===== config.mk =====
export PLATFORM = sky130hd
export DESIGN_NAME = lnb_supply_status
export DESIGN_NICKNAME = d
export VERILOG_FILES = /design/src/lnb_status_pkg.sv /design/src/lnb_overload_retry.sv /design/src/lnb_supply_status.sv
export SDC_FILE = /design/constraint.sdc
export NUM_CORES = 1
export LEC_CHECK = 0
export BUFFER_PORTS_ARGS = -buffer_cell sky130_fd_sc_hd__buf_4
export CORE_ASPECT_RATIO = 1.5
export CORE_MARGIN = 2
export CORE_UTILIZATION = 49
export CTS_CLUSTER_SIZE = 20
export DETAILED_ROUTE_END_ITERATION = 10
export GPL_TIMING_DRIVEN = 0
export PLACE_DENSITY = 0.66
export SETUP_SLACK_MARGIN = 0.05
export SYNTH_ARGS = -nofsm -noshare
export SYNTH_HDL_FRONTEND = slang
export SYNTH_HIERARCHICAL = 1
export SYNTH_SLANG_ARGS = --single-unit

===== constraint.sdc =====
create_clock -name sys_clk_in -period 2.7 [get_ports sys_clk_in]
set_clock_uncertainty 0.2 [all_clocks]
set_input_delay 0.135 -clock sys_clk_in [delete_from_list [all_inputs] [get_ports sys_clk_in]]
set_output_delay 0.135 -clock sys_clk_in [all_outputs]
set_load 0.005 [all_outputs]

===== src/lnb_status_pkg.sv =====
package lnb_status_pkg;

    // Register map reached over the two-wire serial port.
    localparam logic [7:0] FAULT_STATUS_ADDR = 8'h00;
    localparam logic [7:0] RESERVED_STATUS_ADDR = 8'h01;
    localparam logic [7:0] FAULT_STATUS_RESET = 8'h00;
    localparam logic [7:0] RESERVED_STATUS_RESET = 8'h00;

    // Field positions inside fault_status.
    localparam int unsigned OVERLOAD_BIT = 0;
    localparam int unsigned OVERTEMP_BIT = 6;
    localparam int unsigned LOW_INPUT_BIT = 7;

    // Slave address: upper six bits fixed, lowest bit from the address strap.
    localparam logic [5:0] SLAVE_ADDR_HI = 6'h04;

    // Serial engine counts.
    localparam logic [3:0] BYTE_BITS = 4'h8;
    localparam logic [3:0] BIT_CNT_RESET = 4'h0;

    // Pulsed overload retry timing.
    localparam int unsigned CLK_HZ = 125_000_000;
    localparam int unsigned OFF_TIME_MS = 900;
    localparam int unsigned ON_TIME_DIVISOR = 10;
    localparam int unsigned OFF_CYCLES_DEF = (CLK_HZ / 1000) * OFF_TIME_MS;
    localparam int unsigned ON_CYCLES_DEF = OFF_CYCLES_DEF / ON_TIME_DIVISOR;
    localparam int unsigned RETRY_CNT_W = 27;
    localparam logic [RETRY_CNT_W-1:0] RETRY_CNT_RESET = '0;

    localparam logic [3:0] LEVEL_SELECT_RESET = 4'h0;

    typedef logic [RETRY_CNT_W-1:0] retry_cnt_t;

    // Layout of fault_status, most significant field first.
    typedef struct packed {
        logic low_input_flag;
        logic overtemp_flag;
        logic [4:0] reserved;
        logic overload_flag;
    } fault_status_t;

    typedef enum logic [2:0] {
        RETRY_IDLE = 3'b001,
        RETRY_OFF = 3'b010,
        RETRY_ON = 3'b100
    } retry_state_t;

    typedef enum logic [6:0] {
        SER_IDLE = 7'b0000001,
        SER_ADDR = 7'b0000010,
        SER_ADDR_ACK = 7'b0000100,
        SER_WRITE = 7'b0001000,
        SER_WRITE_ACK = 7'b0010000,
        SER_READ = 7'b0100000,
        SER_READ_ACK = 7'b1000000
    } serial_state_t;

endpackage


===== src/lnb_overload_retry.sv =====
module lnb_overload_retry
    import lnb_status_pkg::*;
#(
    parameter int unsigned OFF_CYCLES = OFF_CYCLES_DEF,
    parameter int unsigned ON_CYCLES = ON_CYCLES_DEF
) (
    input wire logic sys_clk_in,
    input wire logic rst_in,
    input wire logic overcurrent_in,
    input wire logic pulsed_limit_disable_in,
    output logic overload_flag_out,
    output logic stage_off_out
);

    localparam retry_cnt_t OFF_LAST = retry_cnt_t'(OFF_CYCLES - 1);
    localparam retry_cnt_t ON_LAST = retry_cnt_t'(ON_CYCLES - 1);

    retry_state_t state_q;
    retry_cnt_t cnt_q;

    always_ff @(posedge sys_clk_in or posedge rst_in) begin
        if (rst_in) begin
            state_q <= RETRY_IDLE;
            cnt_q <= RETRY_CNT_RESET;
        end else begin
            case (state_q)
                RETRY_IDLE: begin
                    cnt_q <= RETRY_CNT_RESET;
                    if (overcurrent_in && !pulsed_limit_disable_in) begin
                        state_q <= RETRY_OFF;
                    end
                end
                RETRY_OFF: begin
                    if (cnt_q == OFF_LAST) begin
                        cnt_q <= RETRY_CNT_RESET;
                        state_q <= RETRY_ON;
                    end else begin
                        cnt_q <= cnt_q + 1'b1;
                    end
                end
                RETRY_ON: begin
                    if (cnt_q == ON_LAST) begin
                        cnt_q <= RETRY_CNT_RESET;
                        state_q <= overcurrent_in ? RETRY_OFF : RETRY_IDLE;
                    end else begin
                        cnt_q <= cnt_q + 1'b1;
                    end
                end
                default: begin
                    state_q <= RETRY_IDLE;
                    cnt_q <= RETRY_CNT_RESET;
                end
            endcase
        end
    end

    // The flag stays up for the whole retry cycle, not only while current is high.
    always_ff @(posedge sys_clk_in or posedge rst_in) begin
        if (rst_in) begin
            overload_flag_out <= 1'b0;
            stage_off_out <= 1'b0;
        end else begin
            overload_flag_out <= overcurrent_in || (state_q != RETRY_IDLE);
            // Follows the next retry state, so every off phase lasts exactly OFF_CYCLES.
            stage_off_out <= (state_q == RETRY_OFF && cnt_q != OFF_LAST) ||
                (state_q == RETRY_IDLE && overcurrent_in && !pulsed_limit_disable_in) ||
                (state_q == RETRY_ON && cnt_q == ON_LAST && overcurrent_in);
        end
    end

endmodule // lnb_overload_retry


===== src/lnb_supply_status.sv =====
// Notes on behaviour
// Two status registers at 0x0 and 0x1, read only, writes never change them.
// Overload flag in bit 0 is 1 while current protection is triggered.
// Overtemperature flag bit 6 sets above 150 degrees, clears below 135.
// Low input flag bit 7 is 1 while supply is under the diagnostic threshold.
// All of status two and bits 1 to 5 of status one are reserved.
// Every status bit is zero after power-on.
// Shorted output with pulsed limiting is held off about 900 ms per retry.
// During retry the output is re-enabled for one tenth of the off time.
// Overload with overload latch set clears level selection and disables output.
// Overtemperature with thermal latch clears selection; otherwise selection returns after.
// Pulsed limiting runs when its disable bit is 0, not when it is 1.
// Flags mirror live conditions; reading never clears or changes them.
module lnb_supply_status
    import lnb_status_pkg::*;
#(
    parameter int unsigned OFF_CYCLES = OFF_CYCLES_DEF,
    parameter int unsigned ON_CYCLES = ON_CYCLES_DEF
) (
    input wire logic sys_clk_in,
    input wire logic rst_in,
    input wire logic scl_in,
    input wire logic sda_in,
    output logic sda_out,
    output logic sda_oe_out,
    input wire logic addr_sel_in,
    input wire logic overcurrent_in,
    input wire logic overtemp_hot_in,
    input wire logic overtemp_cool_in,
    input wire logic low_power_diagnostic_in,
    input wire logic pulsed_limit_disable_in,
    input wire logic overload_latch_select_in,
    input wire logic thermal_latch_select_in,
    input wire logic [3:0] level_select_in,
    input wire logic level_select_wr_in,
    output logic [3:0] level_select_out,
    output logic output_enable_out
);

    fault_status_t status_q;
    logic overload_live;
    logic stage_off;
    logic overload_seen_q;
    logic overtemp_seen_q;
    logic [3:0] level_q;
    logic addr_lsb_q;
    logic strap_taken_q;
    logic scl_q;
    logic sda_q;
    logic start_cond;
    logic stop_cond;
    logic scl_rise;
    logic scl_fall;
    serial_state_t ser_q;
    logic [3:0] bit_cnt_q;
    logic [7:0] shift_q;
    logic read_q;
    logic ptr_set_q;
    logic [7:0] ptr_q;
    logic [7:0] read_val;

    // Only the two status registers are served here; other addresses read zero.
    function automatic logic [7:0] reg_read(input logic [7:0] addr, input fault_status_t st);
        logic [7:0] val;
        val = 8'h00;
        if (addr == FAULT_STATUS_ADDR) begin
            val = st;
        end else if (addr == RESERVED_STATUS_ADDR) begin
            val = RESERVED_STATUS_RESET;
        end
        return val;
    endfunction

    lnb_overload_retry #(
        .OFF_CYCLES(OFF_CYCLES),
        .ON_CYCLES(ON_CYCLES)
    ) u_retry (
        .sys_clk_in(sys_clk_in),
        .rst_in(rst_in),
        .overcurrent_in(overcurrent_in),
        .pulsed_limit_disable_in(pulsed_limit_disable_in),
        .overload_flag_out(overload_live),
        .stage_off_out(stage_off)
    );

    // Status flags follow live conditions only; no bus access touches them.
    always_ff @(posedge sys_clk_in or posedge rst_in) begin
        if (rst_in) begin
            status_q <= FAULT_STATUS_RESET;
        end else begin
            status_q.overload_flag <= overload_live;
            status_q.low_input_flag <= low_power_diagnostic_in;
            status_q.reserved <= '0;
            if (overtemp_hot_in) begin
                status_q.overtemp_flag <= 1'b1;
            end else if (overtemp_cool_in) begin
                status_q.overtemp_flag <= 1'b0;
            end
        end
    end

    // Protection clears beat a host write in the same cycle.
    always_ff @(posedge sys_clk_in or posedge rst_in) begin
        if (rst_in) begin
            level_q <= LEVEL_SELECT_RESET;
            overload_seen_q <= 1'b0;
            overtemp_seen_q <= 1'b0;
        end else begin
            overload_seen_q <= status_q.overload_flag;
            overtemp_seen_q <= status_q.overtemp_flag;
            if (status_q.overload_flag && !overload_seen_q && overload_latch_select_in) begin
                level_q <= LEVEL_SELECT_RESET;
            end else if (status_q.overtemp_flag && !overtemp_seen_q &&
                         thermal_latch_select_in) begin
                level_q <= LEVEL_SELECT_RESET;
            end else if (level_select_wr_in) begin
                level_q <= level_select_in;
            end
        end
    end

    // With the thermal latch clear the held selection simply comes back after cooling.
    always_ff @(posedge sys_clk_in or posedge rst_in) begin
        if (rst_in) begin
            level_select_out <= LEVEL_SELECT_RESET;
            output_enable_out <= 1'b0;
        end else begin
            level_select_out <= level_q;
            output_enable_out <= (level_q != LEVEL_SELECT_RESET) && !stage_off &&
                !status_q.overtemp_flag &&
                !(status_q.overload_flag && overload_latch_select_in);
        end
    end

    // The address strap is taken once, on the first edge after reset release.
    always_ff @(posedge sys_clk_in or posedge rst_in) begin
        if (rst_in) begin
            addr_lsb_q <= 1'b0;
            strap_taken_q <= 1'b0;
        end else if (!strap_taken_q) begin
            addr_lsb_q <= addr_sel_in;
            strap_taken_q <= 1'b1;
        end
    end

    always_ff @(posedge sys_clk_in or posedge rst_in) begin
        if (rst_in) begin
            scl_q <= 1'b1;
            sda_q <= 1'b1;
        end else begin
            scl_q <= scl_in;
            sda_q <= sda_in;
        end
    end

    assign read_val = reg_read(ptr_q, status_q);
    assign start_cond = scl_in && scl_q && sda_q && !sda_in;
    assign stop_cond = scl_in && scl_q && !sda_q && sda_in;
    assign scl_rise = scl_in && !scl_q;
    assign scl_fall = !scl_in && scl_q;

    // Open drain: the data line is only ever pulled low, so its level flop stays zero.
    always_ff @(posedge sys_clk_in or posedge rst_in) begin
        if (rst_in) begin
            sda_out <= 1'b0;
        end else begin
            sda_out <= 1'b0;
        end
    end

    always_ff @(posedge sys_clk_in or posedge rst_in) begin
        if (rst_in) begin
            ser_q <= SER_IDLE;
            bit_cnt_q <= BIT_CNT_RESET;
            shift_q <= 8'h00;
            read_q <= 1'b0;
            ptr_set_q <= 1'b0;
            ptr_q <= FAULT_STATUS_ADDR;
            sda_oe_out <= 1'b0;
        end else if (start_cond) begin
            ser_q <= SER_ADDR;
            bit_cnt_q <= BIT_CNT_RESET;
            ptr_set_q <= 1'b0;
            sda_oe_out <= 1'b0;
        end else if (stop_cond) begin
            ser_q <= SER_IDLE;
            sda_oe_out <= 1'b0;
        end else begin
            case (ser_q)
                SER_IDLE: begin
                    sda_oe_out <= 1'b0;
                end
                SER_ADDR, SER_WRITE: begin
                    if (scl_rise && bit_cnt_q != BYTE_BITS) begin
                        shift_q <= {shift_q[6:0], sda_in};
                        bit_cnt_q <= bit_cnt_q + 1'b1;
                    end else if (scl_fall && bit_cnt_q == BYTE_BITS) begin
                        bit_cnt_q <= BIT_CNT_RESET;
                        if (ser_q == SER_WRITE) begin
                            // Only the first written byte moves the pointer; later bytes and status stay put.
                            if (!ptr_set_q) begin
                                ptr_q <= shift_q;
                                ptr_set_q <= 1'b1;
                            end
                            ser_q <= SER_WRITE_ACK;
                            sda_oe_out <= 1'b1;
                        end else if (shift_q[7:1] == {SLAVE_ADDR_HI, addr_lsb_q}) begin
                            read_q <= shift_q[0];
                            ser_q <= SER_ADDR_ACK;
                            sda_oe_out <= 1'b1;
                        end else begin
                            ser_q <= SER_IDLE;
                        end
                    end
                end
                SER_ADDR_ACK, SER_WRITE_ACK: begin
                    if (scl_fall) begin
                        if (read_q) begin
                            shift_q <= read_val;
                            sda_oe_out <= !read_val[7];
                            bit_cnt_q <= 4'h1;
                            ser_q <= SER_READ;
                        end else begin
                            sda_oe_out <= 1'b0;
                            ser_q <= SER_WRITE;
                        end
                    end
                end
                SER_READ: begin
                    if (scl_fall) begin
                        if (bit_cnt_q == BYTE_BITS) begin
                            sda_oe_out <= 1'b0;
                            bit_cnt_q <= BIT_CNT_RESET;
                            ptr_q <= ptr_q + 1'b1;
                            ser_q <= SER_READ_ACK;
                        end else begin
                            sda_oe_out <= !shift_q[6];
                            shift_q <= {shift_q[6:0], 1'b0};
                            bit_cnt_q <= bit_cnt_q + 1'b1;
                        end
                    end
                end
                SER_READ_ACK: begin
                    if (scl_rise && sda_in) begin
                        ser_q <= SER_IDLE;
                    end else if (scl_rise) begin
                        ser_q <= SER_ADDR_ACK;
                    end
                end
                default: begin
                    ser_q <= SER_IDLE;
                    sda_oe_out <= 1'b0;
                end
            endcase
        end
    end

endmodule // lnb_supply_status


-- Word level (Yosys, flattened, before mapping)
Index checks and enable logic that the tools add are counted.
Widths: inputs -> output; s select.
- add/subtract/negate cells: 3
- equality and inequality tests: 45
- muxes and demuxes: 66
- bitwise gates (word level): 4
- reduce and logical (&&, ||, !) cells: 59
- operator list (kind ; count):
    $mux 8 ; 12
    $mux 7 ; 9
    $mux 27 ; 2
    $pmux 27 s2 ; 1
    $mux 4 ; 11
    $pmux 7 s5 ; 1
    $ne 4x4->1 const B ; 7
    $add 27x1->27 const B ; 1
    $eq 27x24->1 const B ; 1
    $eq 27x27->1 const B ; 1
    $ne 27x27->1 const B ; 1
    $ne 2x2->1 const B ; 13
    $logic_and 1x1->1 ; 24
    $pmux 8 s3 ; 1
    $mux 1 ; 18
    $pmux 8 s2 ; 1
    $ne 3x3->1 const B ; 5
    $reduce_and 7->1 ; 2
    $logic_not 1->1 ; 12
    $mux 3 ; 4
    $pmux 4 s3 ; 1
    $reduce_and 6->1 ; 2
    $ne 5x5->1 const B ; 2
    $reduce_bool 2->1 ; 5
    31 further kinds ; 40
- flip-flop bits (word level): 80
- input bits: 17

-- Depth between registers and ports, before layout
- depth after elaboration: 8
- gate-level depth with buffers: 8
- mapped depth without buffers: 7

-- By module
The synthesis kept the hierarchy.
- modules (own cells, without submodules) (module ; instances ; cells each ; area each (µm²)):
    lnb_supply_status ; 1 ; 270 ; 2648.8
    lnb_overload_retry ; 1 ; 193 ; 1843.0

-- Worst setup path after synthesis
Ideal clock, no wire load.
- path type: register to register
- start point: reg ser_q[1]
- end point: reg shift_q[0]
- library setup time: 0.125 ns
- arrival: 2.231 ns
- required time: 2.375 ns
- path slack: 0.143 ns
- cell stages (with the launch flop): 8
- period minus slack after synthesis: 2.557 ns
- path through: dfrtp_1 buf_6 or4_4 nor3_4 nor4_2 or3b_1 buf_6 mux2_4
- longest elaborated chain between the ends: 4
- elaborated cells between the ends (all ways): 15
- those cells by class: eq/ne (10); mux (1); reduce/logical (4)
- ends and longest elaborated chain (what ; RTL line ; source):
    from (decl) ; lnb_supply_status.sv:54 ; serial_state_t ser_q;
    from (signal assigned) ; lnb_supply_status.sv:173 ; ser_q <= SER_IDLE;
    from (signal assigned) ; lnb_supply_status.sv:181 ; ser_q <= SER_ADDR;
    from (signal assigned) ; lnb_supply_status.sv:186 ; ser_q <= SER_IDLE;
    $eq 7x4->1 (tied with other cells) ; lnb_supply_status.sv:189 ; case (ser_q)
    $reduce_or 2->1 ; lnb_supply_status.sv:189 ;
    $ne 2x2->1 (no source line) or $reduce_bool 3->1 (tied branches) ; - ;
    $reduce_and 8->1 (no source line) ; - ;
    to (signal assigned) ; lnb_supply_status.sv:195 ; shift_q <= {shift_q[6:0], sda_in};
    to (signal assigned) ; lnb_supply_status.sv:219 ; shift_q <= read_val;
    to (signal assigned) ; lnb_supply_status.sv:238 ; shift_q <= {shift_q[6:0], 1'b0};
    to (decl) ; lnb_supply_status.sv:56 ; logic [7:0] shift_q;
Parallel ways exist; a longest one is shown, timed or not.
A chain may end at the register's enable or synchronous reset.

-- Worst setup path in the final report
- start point: reg ser_q[6]
- end point: reg shift_q[6]
The elaborated chain is that of the path after synthesis.

==> impl_metrics.toml <==
[run_status]
outcome = "finished clean"

[synth]
synth-xor-area-share = 0.0331
yosysTopAreaCell = "dfrtp_1"
async_reset_ff_frac = 1.00
avgSynthCellArea_um2 = 9.70
synth_area_um2 = 4490
synth-seq-cells = 80
ys_types = 73
synth-adder-area-share = 0.0139
synth_area_leaders = "dfrtp_1 (42%), nand2_1 (3.1%), mux2i_1 (2.9%)"
ys_top_cells_by_count = "dfrtp_1 (76), nand2_1 (37), nor2_1 (30)"
seq_area_frac_synth = 0.447
ys.flop_type = "dfrtp_1"
synth_edf_count = 0
yosysMostFrequentCell = "dfrtp_1"
synth_cells = 463
synth_top_family_by_area = "simple AND/OR/NAND/NOR gates"
yosysWarnings = 6
yosys.area_share.simple = 0.240
synth_compound_area_frac = 0.171
muxShareOfSynthArea = 0.0465
mappedNetlistNets = 485
synth_top_area_frac = 0.423

[clock_tree]
clkTransAtPathRegs_ns = 0.06
cts_tree = "built"
clockBufferDepth = 2
htreeDepth = 3
clock_sinks = 80
cts_inserted_buffers = 9
clk_latency_ns = 0.33
root_buffer = "clkbuf_16"

[finish]
drive_gt1_frac = 0.182
nets = 545
n_antenna_cell = 0
area_growth_pct = 21.9
fill_cells = 735

[route]
ant_nets = 0
via_per_inst = 6.21
drtIter0Drc = 205
vias = 3962
post-route-drc-count = 0
dr.pass1.iters = 5
routedWlPerCell_um = 18.1
drt-total-wl_um = 11600

[timing]
setup_tns_ns = 0
rsz0062_at_grt = "true"
setup_viol = 0
whs_ns = 0.0196
hold_viol = 0
min_period_ns = 2.60
fin_crit_sh = 0.963
relSlewSlack = 0.534
tightest_slew_ns = 0.694
fmax_mhz = 385
maxSlewViolCount = 0

[critical_path]
critPathCaptureType = "flop"
critical_path_required_ns = 2.72
cp.arrival_ns = 2.62
setup.worst_path.class = "reg -> reg"
crit_fanout = 6
start_kind = "flop"

[placement]
dp_hpwl_um = 8130
numPortBuffers = 21
gp_congestion = 0.866

[power]
ir_drop_mv = 0.397
p_sw_frac = 0.263
p_per_area_nw_per_um2 = 614
netSwitchingPower_uw = 885
pwr-share-seq = 0.428
combPwrFrac = 0.180
pwr-share-clk = 0.392
intPower_uw = 2480
p_leak_uw = 0.00227

[global_route]
grt_pass1_wl_um = 18400
grt_use_total = 0.242
grt_max_degree = 43
grt_pass1_vias = 3815
antenna_found_initial = 0
grt_overflow = 0

[hold_path]
hp-class = "in -> reg"

[floorplan]
start_util = 0.506
num_rows = 42
dieArea_um2 = 9960
io_pins = 24
die-height_um = 121
core_area_um2 = 8880
die_w_um = 82.2

[job]
cap_violations = 0
[layer usage]
metal | vias up | track usage | wire [um]
li1 | 1851 | - | -
met1 | 1957 | 0.272 | 4330
met5 | - | 0 | 0
met3 | 33 | 0.0424 | 418
met2 | 121 | 0.429 | 6370
met4 | 0 | 0.117 | 450
[power by group through the flow]
| stage | clock (uW) | sequential (uW) | combinational [uW] |
|---|---|---|---|
| floorplan | 0 | 1410 | 409 |
| global placement | 0 | 1450 | 518 |
| detailed placement | 0 | 1450 | 536 |
| CTS | 1350 | 1440 | 570 |
| global route | 1400 | 1450 | 667 |
| finish | 1320 | 1440 | 605 |
[timing repair]
item | CTS | global route
setup buffers | 8 | 5
hold buffers | 13 | 0
setup endpoints to repair | 17 | 38
endpoints found under the hold margin | 59 | 0
gates cloned | 0 | 0
pin swaps | 4 | 4
resized for setup | 5 | 15
[final timing paths]
check / depth (start not counted) / endpoint / slack [ns] / startpoint
min reg2reg: 0 / status_q[0]$_DFF_PP0_ / 0.15 / u_retry/overload_flag_out$_DFF_PP0_
max reg2reg: 8 / shift_q[6]$_DFFE_PP0P_ / 0.1 / ser_q[6]$_DFFE_PP0P_
max: 8 / shift_q[6]$_DFFE_PP0P_ / 0.1 / ser_q[6]$_DFFE_PP0P_
min in group asynchronous: 3 / shift_q[0]$_DFFE_PP0P_ / 0.08 / rst_in
min: 3 / level_q[1]$_DFFE_PP0P_ / 0.02 / level_select_wr_in
max in group asynchronous: 4 / u_retry/state_q[0]$_DFFE_PP1P_ / 1.56 / rst_in
[worst max-delay path, stage by stage, from the launching register on]
cell     delay, ns
dfrtp_1       0.37
buf_6         0.14
or4_4         0.52
buf_8         0.15
nor3_4        0.20
nor4_2        0.08
or3b_1        0.38
buf_6         0.15
mux2_4        0.29
[cells by family (layout without fill, tap and decap cells)]
| group | count (synthesis) | count (layout) |
|---|---|---|
| AOI/OAI and AO/OA | 106 | 106 |
| xor gates and xnor gates | 17 | 17 |
| adders and majority gates | 5 | 5 |
| buffers and inverters | 47 | 112 |
| DFF | 80 | 80 |
| muxes | 19 | 19 |
| other | 2 | 2 |
| and+or+nand+nor | 187 | 187 |
[cells in the final DEF, fill, tap and decap left out, drive strengths merged, types with 8 or more instances in the layout]
cell	count
nand2	37
xnor2	9
or4	15
nor4	10
o21ai	15
dlygate4sd3	13
buf	46
nand2b	8
or3	9
mux2i	13
nand4	9
nand3	21
a31oi	14
dfrtp	76
inv	21
nor2	31
a21oi	15
a32oi	12
xor2	8
nor3	11
clkbuf	28
[flip-flops by register name, indices dropped and copies added, names as in the netlist, 3 cells and up]
signal / flops
bit_cnt_q: 4
level_q: 4
level_select_out: 4
ptr_q: 8
ser_q: 7
shift_q: 8
status_q: 3
u_retry/cnt_q: 27
u_retry/state_q: 3
[through the flow]
stage / cell area [um2] / std cells / setup slack, ns / utilization / total power [uW]
finish: 5480 / 638 / 0.0999 / 0.617 / 3360
global route: 5480 / 638 / 0.0290 / 0.617 / 3510
CTS: 5340 / 632 / 0.0508 / 0.602 / 3350
detailed placement: 4810 / 595 / -0.0849 / 0.541 / 1990
global placement: 4790 / 594 / -0.0733 / 0.539 / 1970
floorplan: 4490 / 463 / 0.143 / - / 1820
[final cells by class]
class / count / area [um2] / area share
Sequential cell: 80 / 2010 / 0.367
Buffer: 25 / 143 / 0.0261
Multi-Input combinational cell: 336 / 2330 / 0.426
Timing Repair Buffer: 49 / 449 / 0.0820
Tap cell: 110 / 138 / 0.0251
Inverter: 22 / 82.6 / 0.0151
Clock buffer: 13 / 260 / 0.0475
Clock inverter: 3 / 65.1 / 0.0119
Power figures use the tool's default switching activity.
